===== config.mk =====
export PLATFORM = sky130hd
export DESIGN_NAME = multi_channel_timer
export DESIGN_NICKNAME = d
export VERILOG_FILES = /design/src/timer_pkg.sv /design/src/clk_tick.sv /design/src/multi_channel_timer.sv /design/src/pin_sync.sv
export SDC_FILE = /design/constraint.sdc
export NUM_CORES = 2
export LEC_CHECK = 0
export ABC_AREA = 1
export BUFFER_PORTS_ARGS = -buffer_cell sky130_fd_sc_hd__buf_2
export CORE_AREA = 2 2 319 321
export DETAILED_ROUTE_END_ITERATION = 8
export DIE_AREA = 0 0 321 323
export PLACE_DENSITY = 0.64
export SLEW_MARGIN = 40
export SYNTH_ARGS = -nofsm -noshare
export SYNTH_HDL_FRONTEND = slang
export SYNTH_SLANG_ARGS = --single-unit

===== constraint.sdc =====
create_clock -name clock_i -period 6.7 [get_ports clock_i]
set_input_delay 1.005 -clock clock_i [delete_from_list [all_inputs] [get_ports clock_i]]
set_output_delay 1.005 -clock clock_i [all_outputs]
set_load 0.02 [all_outputs]

===== src/timer_pkg.sv =====
package timer_pkg;
   // ***************************************************
   // sizes
   // ***************************************************
   localparam int CH_N = 5;
   localparam int GR_N = 4;
   localparam int CNT_W = 16;
   localparam int EXT_N = 4;
   localparam int PRE_W = 6;
   localparam int CH_W = 3;
   localparam int IDX_W = 2;

   // ***************************************************
   // values and positions
   // ***************************************************
   localparam logic [CNT_W-1:0] CNT_MAX = 16'hffff;
   localparam logic [CNT_W-1:0] CNT_ZERO = 16'h0000;
   localparam logic [CNT_W-1:0] CNT_ONE = 16'h0001;
   localparam logic [CNT_W-1:0] GR_RESET = 16'h0000;
   localparam int GR_A = 0;
   localparam int GR_B = 1;
   localparam int GR_C = 2;
   localparam int GR_D = 3;
   // buffer register index is the general register index plus this
   localparam int BUF_OFS = 2;
   // channels 0, 3 and 4 own buffer registers
   localparam logic [CH_N-1:0] BUF_CH_MASK = 5'h19;
   // prescaler bit that forms the divided clock level
   localparam int PRE_BIT_DIV4 = 1;
   localparam int PRE_BIT_DIV16 = 3;
   localparam int PRE_BIT_DIV64 = 5;

   // ***************************************************
   // encodings
   // ***************************************************
   typedef enum logic [2:0] {
      CLK_DIV1 = 3'h0, CLK_DIV4 = 3'h1, CLK_DIV16 = 3'h2, CLK_DIV64 = 3'h3,
      CLK_EXT0 = 3'h4, CLK_EXT1 = 3'h5, CLK_EXT2 = 3'h6, CLK_EXT3 = 3'h7
   } clk_sel_t;
   typedef enum logic [1:0] {
      EDGE_RISE = 2'h0, EDGE_FALL = 2'h1, EDGE_BOTH = 2'h2, EDGE_BOTH2 = 2'h3
   } edge_t;
   typedef enum logic [2:0] {
      CLR_NONE = 3'h0, CLR_A = 3'h1, CLR_B = 3'h2, CLR_SYNC = 3'h3,
      CLR_NONE2 = 3'h4, CLR_C = 3'h5, CLR_D = 3'h6, CLR_NONE3 = 3'h7
   } clr_src_t;
   typedef enum logic [1:0] {
      OUT_HOLD = 2'h0, OUT_LOW = 2'h1, OUT_HIGH = 2'h2, OUT_TOGGLE = 2'h3
   } out_act_t;
   typedef enum logic [1:0] {
      CAP_PIN = 2'h0, CAP_TICK = 2'h1, CAP_MATCH = 2'h2, CAP_PIN2 = 2'h3
   } cap_src_t;

   typedef struct packed {
      clk_sel_t clk_sel;
      edge_t clk_edge;
      clr_src_t clr_src;
      logic buf_en_a;
      logic buf_en_b;
   } ch_cfg_t;
   typedef struct packed {
      logic capture;
      logic init_lvl;
      out_act_t act;
      edge_t cap_edge;
      cap_src_t cap_src;
   } gr_cfg_t;
   typedef struct packed {
      logic en;
      logic [CH_W-1:0] ch;
      logic [IDX_W-1:0] idx;
      logic [CNT_W-1:0] data;
   } gr_wr_t;

   function automatic logic edge_hit(edge_t e, logic rise, logic fall);
      case (e)
         EDGE_RISE: edge_hit = rise;
         EDGE_FALL: edge_hit = fall;
         default: edge_hit = rise | fall;
      endcase
   endfunction
endpackage

===== src/clk_tick.sv =====
`timescale 1ns/10ps
module clk_tick
   import timer_pkg::*;
(
   // clock and reset
   input wire logic clock_i,
   input wire logic arst_n_i,
   // selection
   input wire clk_sel_t sel_i,
   input wire edge_t edge_i,
   input wire logic [EXT_N-1:0] ext_lvl_i,
   // count enable pulse
   output logic tick_o
);
   logic [PRE_W-1:0] pre_q, pre_d;
   logic lvl_q, lvl_d;
   logic tick_q, tick_d;

   always_comb begin
      pre_d = pre_q + {{(PRE_W-1){1'b0}}, 1'b1};
      case (sel_i)
         CLK_DIV1: lvl_d = 1'b0;
         CLK_DIV4: lvl_d = pre_q[PRE_BIT_DIV4];
         CLK_DIV16: lvl_d = pre_q[PRE_BIT_DIV16];
         CLK_DIV64: lvl_d = pre_q[PRE_BIT_DIV64];
         default: lvl_d = ext_lvl_i[sel_i[1:0]];
      endcase
      // the undivided clock ticks every cycle whatever the edge field says
      if (sel_i == CLK_DIV1) begin
         tick_d = 1'b1;
      end else begin
         tick_d = edge_hit(edge_i, lvl_d & ~lvl_q, ~lvl_d & lvl_q);
      end
   end

   always_ff @(posedge clock_i or negedge arst_n_i) begin
      if (!arst_n_i) begin
         pre_q <= '0;
         lvl_q <= 1'b0;
         tick_q <= 1'b0;
      end else begin
         pre_q <= pre_d;
         lvl_q <= lvl_d;
         tick_q <= tick_d;
      end
   end

   assign tick_o = tick_q;
endmodule


===== src/multi_channel_timer.sv =====
`timescale 1ns/10ps
module multi_channel_timer
   import timer_pkg::*;
(
   // clock and reset
   input wire logic clock_i,
   input wire logic arst_n_i,
   // control
   input wire logic [CH_N-1:0] start_i,
   input wire logic [CH_N-1:0] sync_i,
   input wire ch_cfg_t [CH_N-1:0] ch_cfg_i,
   input wire gr_cfg_t [CH_N-1:0][GR_N-1:0] gr_cfg_i,
   input wire logic [CH_N-1:0] ovf_irq_en_i,
   input wire logic [CH_N-1:0][GR_N-1:0] mc_irq_en_i,
   // software writes and flag clears
   input wire logic [CH_N-1:0] cnt_wr_i,
   input wire logic [CNT_W-1:0] cnt_wdata_i,
   input wire gr_wr_t gr_wr_i,
   input wire logic [CH_N-1:0] ovf_clr_i,
   input wire logic [CH_N-1:0][GR_N-1:0] mc_clr_i,
   // status
   output logic [CH_N-1:0][CNT_W-1:0] cnt_o,
   output logic [CH_N-1:0][GR_N-1:0][CNT_W-1:0] gr_o,
   output logic [CH_N-1:0] ovf_flag_o,
   output logic [CH_N-1:0][GR_N-1:0] mc_flag_o,
   output logic [CH_N-1:0] irq_ovf_o,
   output logic [CH_N-1:0][GR_N-1:0] irq_mc_o,
   // pins
   input wire logic [EXT_N-1:0] ext_clk_i,
   input wire logic [CH_N-1:0][GR_N-1:0] cc_pin_i,
   output logic [CH_N-1:0][GR_N-1:0] cc_pin_o,
   output logic [CH_N-1:0][GR_N-1:0] cc_pin_oe_n_o
);
   // ***************************************************
   // state
   // ***************************************************
   logic [CH_N-1:0][CNT_W-1:0] cnt_q, cnt_d;
   logic [CH_N-1:0][GR_N-1:0][CNT_W-1:0] gr_q, gr_d;
   logic [CH_N-1:0] ovf_q, ovf_d, irq_ovf_q, irq_ovf_d;
   logic [CH_N-1:0][GR_N-1:0] mc_q, mc_d, irq_mc_q, irq_mc_d;
   logic [CH_N-1:0][GR_N-1:0] pin_q, pin_d, oe_n_q, oe_n_d;

   // events
   logic [CH_N-1:0] tick, inc, own_clr, load_v, clr_v, ovf_ev;
   logic [CH_N-1:0][GR_N-1:0] match, cap, pin_rise, pin_fall;
   logic [EXT_N-1:0] ext_lvl;
   logic sync_clr, sync_wr;

   // ***************************************************
   // helpers
   // ***************************************************
   // buffers exist on three channels only
   function automatic logic is_buf_slot(int c, int g, ch_cfg_t cfg);
      is_buf_slot = BUF_CH_MASK[c] &
         (((g == GR_C) & cfg.buf_en_a) | ((g == GR_D) & cfg.buf_en_b));
   endfunction

   // compare or capture both may clear
   function automatic logic clr_hits(clr_src_t s, logic [GR_N-1:0] ev);
      case (s)
         CLR_A: clr_hits = ev[GR_A];
         CLR_B: clr_hits = ev[GR_B];
         CLR_C: clr_hits = ev[GR_C];
         CLR_D: clr_hits = ev[GR_D];
         default: clr_hits = 1'b0;
      endcase
   endfunction

   // ***************************************************
   // pin sync and count clocks
   // ***************************************************
   // capture pins cross into the timer clock
   pin_sync #(.W(CH_N * GR_N)) u_cap_sync (
      .clock_i(clock_i),
      .arst_n_i(arst_n_i),
      .pin_i(cc_pin_i),
      .level_o(),
      .rise_o(pin_rise),
      .fall_o(pin_fall)
   );

   pin_sync #(.W(EXT_N)) u_ext_sync (
      .clock_i(clock_i),
      .arst_n_i(arst_n_i),
      .pin_i(ext_clk_i),
      .level_o(ext_lvl),
      .rise_o(),
      .fall_o()
   );

   for (genvar c = 0; c < CH_N; c++) begin : g_tick
      clk_tick u_tick (
         .clock_i(clock_i),
         .arst_n_i(arst_n_i),
         .sel_i(ch_cfg_i[c].clk_sel),
         .edge_i(ch_cfg_i[c].clk_edge),
         .ext_lvl_i(ext_lvl),
         .tick_o(tick[c])
      );
   end

   // ***************************************************
   // events
   // ***************************************************
   always_comb begin
      match = '0;
      cap = '0;
      own_clr = '0;
      for (int c = 0; c < CH_N; c++) begin
         inc[c] = start_i[c] & tick[c];
         for (int g = 0; g < GR_N; g++) begin
            // compare uses the value before any clear
            match[c][g] = ~gr_cfg_i[c][g].capture & ~is_buf_slot(c, g, ch_cfg_i[c]) &
               inc[c] & (cnt_q[c] == gr_q[c][g]);
         end
      end
      for (int c = 0; c < CH_N; c++) begin
         for (int g = 0; g < GR_N; g++) begin
            logic ev;
            int other;
            ev = 1'b0;
            other = (c == 0) ? 1 : 0;
            // alternate sources on the first two channels
            if (c < 2 && gr_cfg_i[c][g].cap_src == CAP_TICK) begin
               ev = inc[other];
            end else if (c < 2 && gr_cfg_i[c][g].cap_src == CAP_MATCH) begin
               ev = match[other][GR_A];
            end else begin
               ev = edge_hit(gr_cfg_i[c][g].cap_edge, pin_rise[c][g], pin_fall[c][g]);
            end
            cap[c][g] = gr_cfg_i[c][g].capture & ~is_buf_slot(c, g, ch_cfg_i[c]) & ev;
         end
         own_clr[c] = clr_hits(ch_cfg_i[c].clr_src, match[c] | cap[c]);
      end
      // only channels with the sync bit take part
      sync_clr = |(own_clr & sync_i);
      sync_wr = |(cnt_wr_i & sync_i);
   end

   // ***************************************************
   // counters
   // ***************************************************
   always_comb begin
      for (int c = 0; c < CH_N; c++) begin
         // one write presets every synced counter
         load_v[c] = cnt_wr_i[c] | (sync_i[c] & sync_wr);
         clr_v[c] = own_clr[c] |
            (sync_i[c] & (ch_cfg_i[c].clr_src == CLR_SYNC) & sync_clr);
         ovf_ev[c] = 1'b0;
         cnt_d[c] = cnt_q[c];
         if (load_v[c]) begin
            cnt_d[c] = cnt_wdata_i;
         end else if (clr_v[c]) begin
            cnt_d[c] = CNT_ZERO;
         end else if (inc[c]) begin
            // wrap sets overflow and keeps counting
            cnt_d[c] = cnt_q[c] + CNT_ONE;
            ovf_ev[c] = (cnt_q[c] == CNT_MAX);
         end
      end
   end

   // reset clears every counter to zero; it counts only while its start_i bit is set
   always_ff @(posedge clock_i or negedge arst_n_i) begin
      if (!arst_n_i) begin
         cnt_q <= '0;
      end else begin
         cnt_q <= cnt_d;
      end
   end

   // ***************************************************
   // general registers
   // ***************************************************
   always_comb begin
      gr_d = gr_q;
      for (int c = 0; c < CH_N; c++) begin
         for (int g = 0; g < GR_N; g++) begin
            if (gr_wr_i.en && gr_wr_i.ch == CH_W'(c) && gr_wr_i.idx == IDX_W'(g)) begin
               gr_d[c][g] = gr_wr_i.data;
            end
         end
         // hardware transfers take priority over a software write
         for (int g = 0; g < BUF_OFS; g++) begin
            if (cap[c][g]) begin
               gr_d[c][g] = cnt_q[c];
               // old value shifts into the buffer
               if (is_buf_slot(c, g + BUF_OFS, ch_cfg_i[c])) begin
                  gr_d[c][g + BUF_OFS] = gr_q[c][g];
               end
            end else if (match[c][g] && is_buf_slot(c, g + BUF_OFS, ch_cfg_i[c])) begin
               gr_d[c][g] = gr_q[c][g + BUF_OFS];
            end
         end
         for (int g = BUF_OFS; g < GR_N; g++) begin
            if (cap[c][g]) begin
               gr_d[c][g] = cnt_q[c];
            end
         end
      end
   end

   always_ff @(posedge clock_i or negedge arst_n_i) begin
      if (!arst_n_i) begin
         gr_q <= {(CH_N * GR_N){GR_RESET}};
      end else begin
         gr_q <= gr_d;
      end
   end

   // ***************************************************
   // flags, interrupts and pins
   // ***************************************************
   always_comb begin
      for (int c = 0; c < CH_N; c++) begin
         // set wins over a clear in the same cycle
         ovf_d[c] = ovf_ev[c] | (ovf_q[c] & ~ovf_clr_i[c]);
         irq_ovf_d[c] = ovf_d[c] & ovf_irq_en_i[c];
         for (int g = 0; g < GR_N; g++) begin
            mc_d[c][g] = match[c][g] | cap[c][g] | (mc_q[c][g] & ~mc_clr_i[c][g]);
            irq_mc_d[c][g] = mc_d[c][g] & mc_irq_en_i[c][g];
            oe_n_d[c][g] = gr_cfg_i[c][g].capture;
            pin_d[c][g] = pin_q[c][g];
            if (!start_i[c]) begin
               // initial level until counting and matching
               pin_d[c][g] = gr_cfg_i[c][g].init_lvl;
            end else if (match[c][g]) begin
               // output action; same level is no change
               case (gr_cfg_i[c][g].act)
                  OUT_LOW: pin_d[c][g] = 1'b0;
                  OUT_HIGH: pin_d[c][g] = 1'b1;
                  OUT_TOGGLE: pin_d[c][g] = ~pin_q[c][g];
                  default: pin_d[c][g] = pin_q[c][g];
               endcase
            end
         end
      end
   end

   // pins float as inputs until configured for output
   always_ff @(posedge clock_i or negedge arst_n_i) begin
      if (!arst_n_i) begin
         ovf_q <= '0;
         irq_ovf_q <= '0;
         mc_q <= '0;
         irq_mc_q <= '0;
         pin_q <= '0;
         oe_n_q <= '1;
      end else begin
         ovf_q <= ovf_d;
         irq_ovf_q <= irq_ovf_d;
         mc_q <= mc_d;
         irq_mc_q <= irq_mc_d;
         pin_q <= pin_d;
         oe_n_q <= oe_n_d;
      end
   end

   assign cnt_o = cnt_q;
   assign gr_o = gr_q;
   assign ovf_flag_o = ovf_q;
   assign mc_flag_o = mc_q;
   assign irq_ovf_o = irq_ovf_q;
   assign irq_mc_o = irq_mc_q;
   assign cc_pin_o = pin_q;
   assign cc_pin_oe_n_o = oe_n_q;
endmodule


===== src/pin_sync.sv =====
`timescale 1ns/10ps
module pin_sync
   import timer_pkg::*;
#(
   parameter int W = 1
) (
   // clock and reset
   input wire logic clock_i,
   input wire logic arst_n_i,
   // raw pins
   input wire logic [W-1:0] pin_i,
   // synchronised level and edges
   output logic [W-1:0] level_o,
   output logic [W-1:0] rise_o,
   output logic [W-1:0] fall_o
);
   logic [W-1:0] meta_q;
   logic [W-1:0] sync_q;
   logic [W-1:0] prev_q;

   // sync and edge, two flops before any logic
   always_ff @(posedge clock_i or negedge arst_n_i) begin
      if (!arst_n_i) begin
         meta_q <= '0;
         sync_q <= '0;
         prev_q <= '0;
      end else begin
         meta_q <= pin_i;
         sync_q <= meta_q;
         prev_q <= sync_q;
      end
   end

   assign rise_o = sync_q & ~prev_q;
   assign fall_o = ~sync_q & prev_q;
   assign level_o = sync_q;
endmodule


==> report_table.html <==
<table>
<tr><th>Metric</th><th>Value</th></tr>
<tr><th colspan="2">Clock network</th></tr>
<tr><td>Clock tree from TritonCTS</td><td>built</td></tr>
<tr><td>Number of buffers on the longest clock path</td><td>3</td></tr>
<tr><td>Hold-fix buffers at CTS</td><td>0</td></tr>
<tr><td>Number of instances resized during post-cts repair</td><td>0</td></tr>
<tr><td>Clock transition at the registers of the reported paths</td><td>0.06 ns</td></tr>
<tr><td>H-tree levels</td><td>3</td></tr>
<tr><td>Num CTS Buffers</td><td>75</td></tr>
<tr><td>Insertion delay to the later sink of the worst-skew pair</td><td>0.66 ns</td></tr>
<tr><td>Cell at the root of the clock tree</td><td>sky130_fd_sc_hd__clkbuf_16</td></tr>
<tr><td>Setup repair bufs after CTS</td><td>0</td></tr>
<tr><td>Clock sink count</td><td>598</td></tr>
<tr><th colspan="2">STA</th></tr>
<tr><td>Minimum clock period</td><td>4.73 ns</td></tr>
<tr><td>Count of pins over their slew limit</td><td>0</td></tr>
<tr><td>Worst-case setup margin in the final layout</td><td>1.97 ns</td></tr>
<tr><td>Tightest Pin Transition</td><td>0.891 ns</td></tr>
<tr><td>Final-layout setup total negative slack</td><td>0 ns</td></tr>
<tr><td>Count of final hold-check violations</td><td>0</td></tr>
<tr><td>RSZ-0062 raised after global routing</td><td>false</td></tr>
<tr><td>Number of setup violations in the final report</td><td>0</td></tr>
<tr><td>Max frequency</td><td>0.212 GHz</td></tr>
<tr><td>Fin Clk Skew</td><td>0.0397 ns</td></tr>
<tr><td>Final worst-path cycle share</td><td>70.5%</td></tr>
<tr><td>Relative slew slack</td><td>40.6%</td></tr>
<tr><td>Post-route worst hold slack</td><td>0.346 ns</td></tr>
<tr><th colspan="2">Place</th></tr>
<tr><td>Worst setup timing slack at the placement stage</td><td>1.78 ns</td></tr>
<tr><td>HPWL after detailed placement</td><td>127 mm</td></tr>
<tr><td>GP Congestion</td><td>0.982</td></tr>
<tr><td>Count of buffers from port buffering</td><td>800</td></tr>
<tr><th colspan="2">Synthesis</th></tr>
<tr><td>Async set-reset flop share out of synthesis</td><td>100%</td></tr>
<tr><td>Count of warnings emitted by yosys</td><td>0</td></tr>
<tr><td>Post-synth net total</td><td>5453</td></tr>
<tr><td>Most common flop cell mapped by yosys</td><td>sky130_fd_sc_hd__dfrtp_1</td></tr>
<tr><td>Summed instance area of the synthesized netlist</td><td>0.0369 sq mm</td></tr>
<tr><td>Number of distinct library cells after synthesis</td><td>64</td></tr>
<tr><td>Fraction of the yosys area taken by sequential cells</td><td>40.6%</td></tr>
<tr><td>Synthesized area per cell</td><td>7.31 sq um</td></tr>
<tr><td>Mapped Cells</td><td>5054</td></tr>
<tr><td>Post-synth EDFFs</td><td>0</td></tr>
<tr><td>Count of state elements after synthesis</td><td>598</td></tr>
<tr><th colspan="2">Worst setup path</th></tr>
<tr><td>Endpoint arrival time on the critical path</td><td>5.31 ns</td></tr>
<tr><td>Max Fanout on Critical Path</td><td>25</td></tr>
<tr><td>Worst path slowest cell</td><td>sky130_fd_sc_hd__dfrtp_1</td></tr>
<tr><td>Cell Chain, Critical Path</td><td>inv_1 -&gt; nor2_1 -&gt; nor3_1 -&gt; nand2_1 -&gt; nor2_1 -&gt; nand3b_1 -&gt; nand2_1 -&gt; nand2_1 -&gt; nand2_1 -&gt; nor2_4 -&gt; nor2_1 -&gt; nor2_2 -&gt; nand3_4 -&gt; nand2_2 -&gt; nand3_2 -&gt; inv_2 -&gt; nand2_1 -&gt; nand2_1</td></tr>
<tr><td>Worst Path Required</td><td>7.29 ns</td></tr>
<tr><td>Worst Path Buf+Inv</td><td>2</td></tr>
<tr><td>Most common cell on crit path</td><td>sky130_fd_sc_hd__nand2_1</td></tr>
<tr><td>Depth of the critical timing path with buffers and inverters included</td><td>18</td></tr>
<tr><td>Max stage delay on crit path</td><td>0.76 ns</td></tr>
<tr><td>Setup slack on the worst flop-to-flop path</td><td>1.97 ns</td></tr>
<tr><td>Crit Path Category</td><td>flop to flop</td></tr>
<tr><td>Kind of start point of the critical path</td><td>flop</td></tr>
<tr><td>Family with the most delay on the worst path</td><td>simple AND/OR/NAND/NOR gates</td></tr>
<tr><td>Worst reg-to-reg path cell count</td><td>18</td></tr>
<tr><td>Critical path endpoint category</td><td>flop</td></tr>
<tr><th colspan="2">GRT</th></tr>
<tr><td>Final global-route overflow total</td><td>0</td></tr>
<tr><td>First-pass GRT wire length</td><td>250 mm</td></tr>
<tr><td>Global routing usage summed across all routing layers</td><td>32.6%</td></tr>
<tr><td>Via count of the first global-routing pass</td><td>36238</td></tr>
<tr><td>Largest net degree at the start of global routing</td><td>96</td></tr>
<tr><td>Antenna violations before repair</td><td>20</td></tr>
<tr><th colspan="2">Drt</th></tr>
<tr><td>Number of routed nets with antenna violations</td><td>0</td></tr>
<tr><td>Post-DR wirelength/cell</td><td>24.9 microns</td></tr>
<tr><td>Ratio of routed vias to standard cells</td><td>5.67</td></tr>
<tr><td># DRC</td><td>0</td></tr>
<tr><td>Routed via count</td><td>40123</td></tr>
<tr><td>First-iteration detailed-routing DRC count</td><td>5236</td></tr>
<tr><td>Wire length reported by the detailed router</td><td>176 mm</td></tr>
<tr><td>Drt first pass iters</td><td>6</td></tr>
<tr><th colspan="2">Outcome</th></tr>
<tr><td>Outcome</td><td>finished clean</td></tr>
<tr><th colspan="2">Floorplan</th></tr>
<tr><td>Floorplan die height</td><td>323 microns</td></tr>
<tr><td>Area of the core</td><td>0.101 sq mm</td></tr>
<tr><td>Total Die Area</td><td>0.104 sq mm</td></tr>
<tr><td>Cell Rows</td><td>117</td></tr>
<tr><td>Die Span X</td><td>321 microns</td></tr>
<tr><td>Initial standard-cell utilization of the core</td><td>36.7%</td></tr>
<tr><td>I/O pin count</td><td>829</td></tr>
<tr><th colspan="2">Finish</th></tr>
<tr><td>Fraction of final layout cells sized beyond drive strength 1</td><td>19.4%</td></tr>
<tr><td>Number of nets at the end of the flow</td><td>6095</td></tr>
<tr><td>Syn-to-layout area delta</td><td>20.6%</td></tr>
<tr><td>Share of the core filled with cells</td><td>44.2%</td></tr>
<tr><th colspan="2">Hold path</th></tr>
<tr><td>Cell depth of the worst min-delay path</td><td>0</td></tr>
<tr><td>Worst hold path class</td><td>flop to flop</td></tr>
<tr><th colspan="2">Power</th></tr>
<tr><td>Maximum vdd ir drop</td><td>0.000203 V</td></tr>
<tr><td>Pwr dens</td><td>329 mW/mm^2</td></tr>
<tr><td>Static leakage</td><td>0.0225 uW</td></tr>
<tr><th colspan="2">Run</th></tr>
<tr><td>Maximum Capacitance Violations</td><td>0</td></tr>
</table>
[layer usage]
| layer | up-vias | global-route usage [%] | wire [microns] |
|---|---|---|---|
| li1 | 18069 | - | - |
| met1 | 19089 | 41.3 | 67700 |
| met2 | 2508 | 49.9 | 77300 |
| met3 | 439 | 11.2 | 22300 |
| met4 | 18 | 15.0 | 8550 |
| met5 | - | 0 | 105 |
[final timing paths]
check | from | endpoint
setup / recovery | cnt_o[52]$_DFFE_PN0P_ | cnt_o[33]$_DFFE_PN0P_
hold / removal | u_cap_sync.meta_q[12]$_DFF_PN0_ | u_cap_sync.level_o[12]$_DFF_PN0_
setup reg to reg | cnt_o[52]$_DFFE_PN0P_ | cnt_o[33]$_DFFE_PN0P_
hold reg to reg | u_cap_sync.meta_q[12]$_DFF_PN0_ | u_cap_sync.level_o[12]$_DFF_PN0_
max in group asynchronous | arst_n_i | cc_pin_oe_n_o[17]$_DFF_PN1_
min in group asynchronous | arst_n_i | irq_ovf_o[1]$_DFF_PN0_
[worst register-to-register path, cell delays in order (launching register included)]
cell	delay, ns
sky130_fd_sc_hd__dfrtp_1	0.76
sky130_fd_sc_hd__inv_1	0.38
sky130_fd_sc_hd__nor2_1	0.24
sky130_fd_sc_hd__nor3_1	0.07
sky130_fd_sc_hd__nand2_1	0.06
sky130_fd_sc_hd__nor2_1	0.04
sky130_fd_sc_hd__nand3b_1	0.22
sky130_fd_sc_hd__nand2_1	0.15
sky130_fd_sc_hd__nand2_1	0.08
sky130_fd_sc_hd__nand2_1	0.08
sky130_fd_sc_hd__nor2_4	0.49
sky130_fd_sc_hd__nor2_1	0.20
sky130_fd_sc_hd__nor2_2	0.33
sky130_fd_sc_hd__nand3_4	0.27
sky130_fd_sc_hd__nand2_2	0.43
sky130_fd_sc_hd__nand3_2	0.37
sky130_fd_sc_hd__inv_2	0.32
sky130_fd_sc_hd__nand2_1	0.09
sky130_fd_sc_hd__nand2_1	0.09
[registers in the layout, indices dropped and copies added, names as in the netlist]
signal and cells:
cc_pin_o 20, u_ext_sync.meta_q 4, cc_pin_oe_n_o 20, gr_o 320, u_cap_sync.prev_q 20, ovf_flag_o 5, u_ext_sync.level_o 4, mc_flag_o 20
g_tick.u_tick.tick_o 5, cnt_o 80, g_tick.u_tick.lvl_q 5, g_tick.u_tick.pre_q 30, u_cap_sync.meta_q 20, irq_mc_o 20, irq_ovf_o 5, u_cap_sync.level_o 20
[per-stage QoR]
stage               cell area [sq um]  std cells  total power, uW
finish                          44500       7076            14700
global route                    44500       7067            15300
detailed placement              41800       6928            10100
CTS                             44500       7065            14600
floorplan                       36900       5054             7990
global placement                41700       6926            10000
[power breakdown]
part,total [uW],switching (uW),leakage (uW),internal (uW)
Clock,4490,1780,0.00130,2710
Combinational,4770,3210,0.0140,1560
Sequential,5400,1140,0.00717,4260
Total,14700,6130,0.0225,8540
[cell type report]
type / instances / area [sq um]
Fill cell: 10282 / 56200
Multi-Input combinational cell: 3561 / 18400
Sequential cell: 598 / 15000
Timing Repair Buffer: 853 / 4500
Clock buffer: 110 / 2280
Inverter: 607 / 2280
Tap cell: 1309 / 1640
Clock inverter: 27 / 388
Antenna cell: 11 / 27.5
[synthesized netlist by cell type (70+ instances only)]
master                     number  area [sq um]
sky130_fd_sc_hd__nor3_1        95           475
sky130_fd_sc_hd__xor2_1        93           815
sky130_fd_sc_hd__nand2_1     1273          4780
sky130_fd_sc_hd__o21ai_0      500          2500
sky130_fd_sc_hd__o221ai_1      95           832
sky130_fd_sc_hd__nand3_1      333          1670
sky130_fd_sc_hd__nand4_1      103           644
sky130_fd_sc_hd__xnor2_1      104           911
sky130_fd_sc_hd__clkbuf_1     184           691
sky130_fd_sc_hd__o22ai_1       96           601
sky130_fd_sc_hd__nor2_1       379          1420
sky130_fd_sc_hd__buf_2         70           350
sky130_fd_sc_hd__a21oi_1      125           626
sky130_fd_sc_hd__inv_1        556          2090
sky130_fd_sc_hd__dfrtp_1      578         14500
[placed cells by master (no fill, tap or decap), drive strengths merged, types with 104 or more instances in the layout]
cell and instances:
nand2 1283, buf 853, inv 593, dfrtp 578
o21ai 510, nor2 383, nand3 341, a21oi 125
clkbuf 110, xnor2 104
[cells by family (layout without fill, tap and decap cells)]
family,after synthesis,count (layout),share of synthesized area (%)
compound gates,1027,1027,16.7
fa+ha+maj,60,60,2.03
buf+inv,895,1597,9.68
xor+xnor,197,197,4.67
other cells,0,11,0
flops,598,598,40.6
mux,6,6,0.169
simple gates,2271,2271,26.2
No activity file was read; power rests on OpenSTA's default activity.
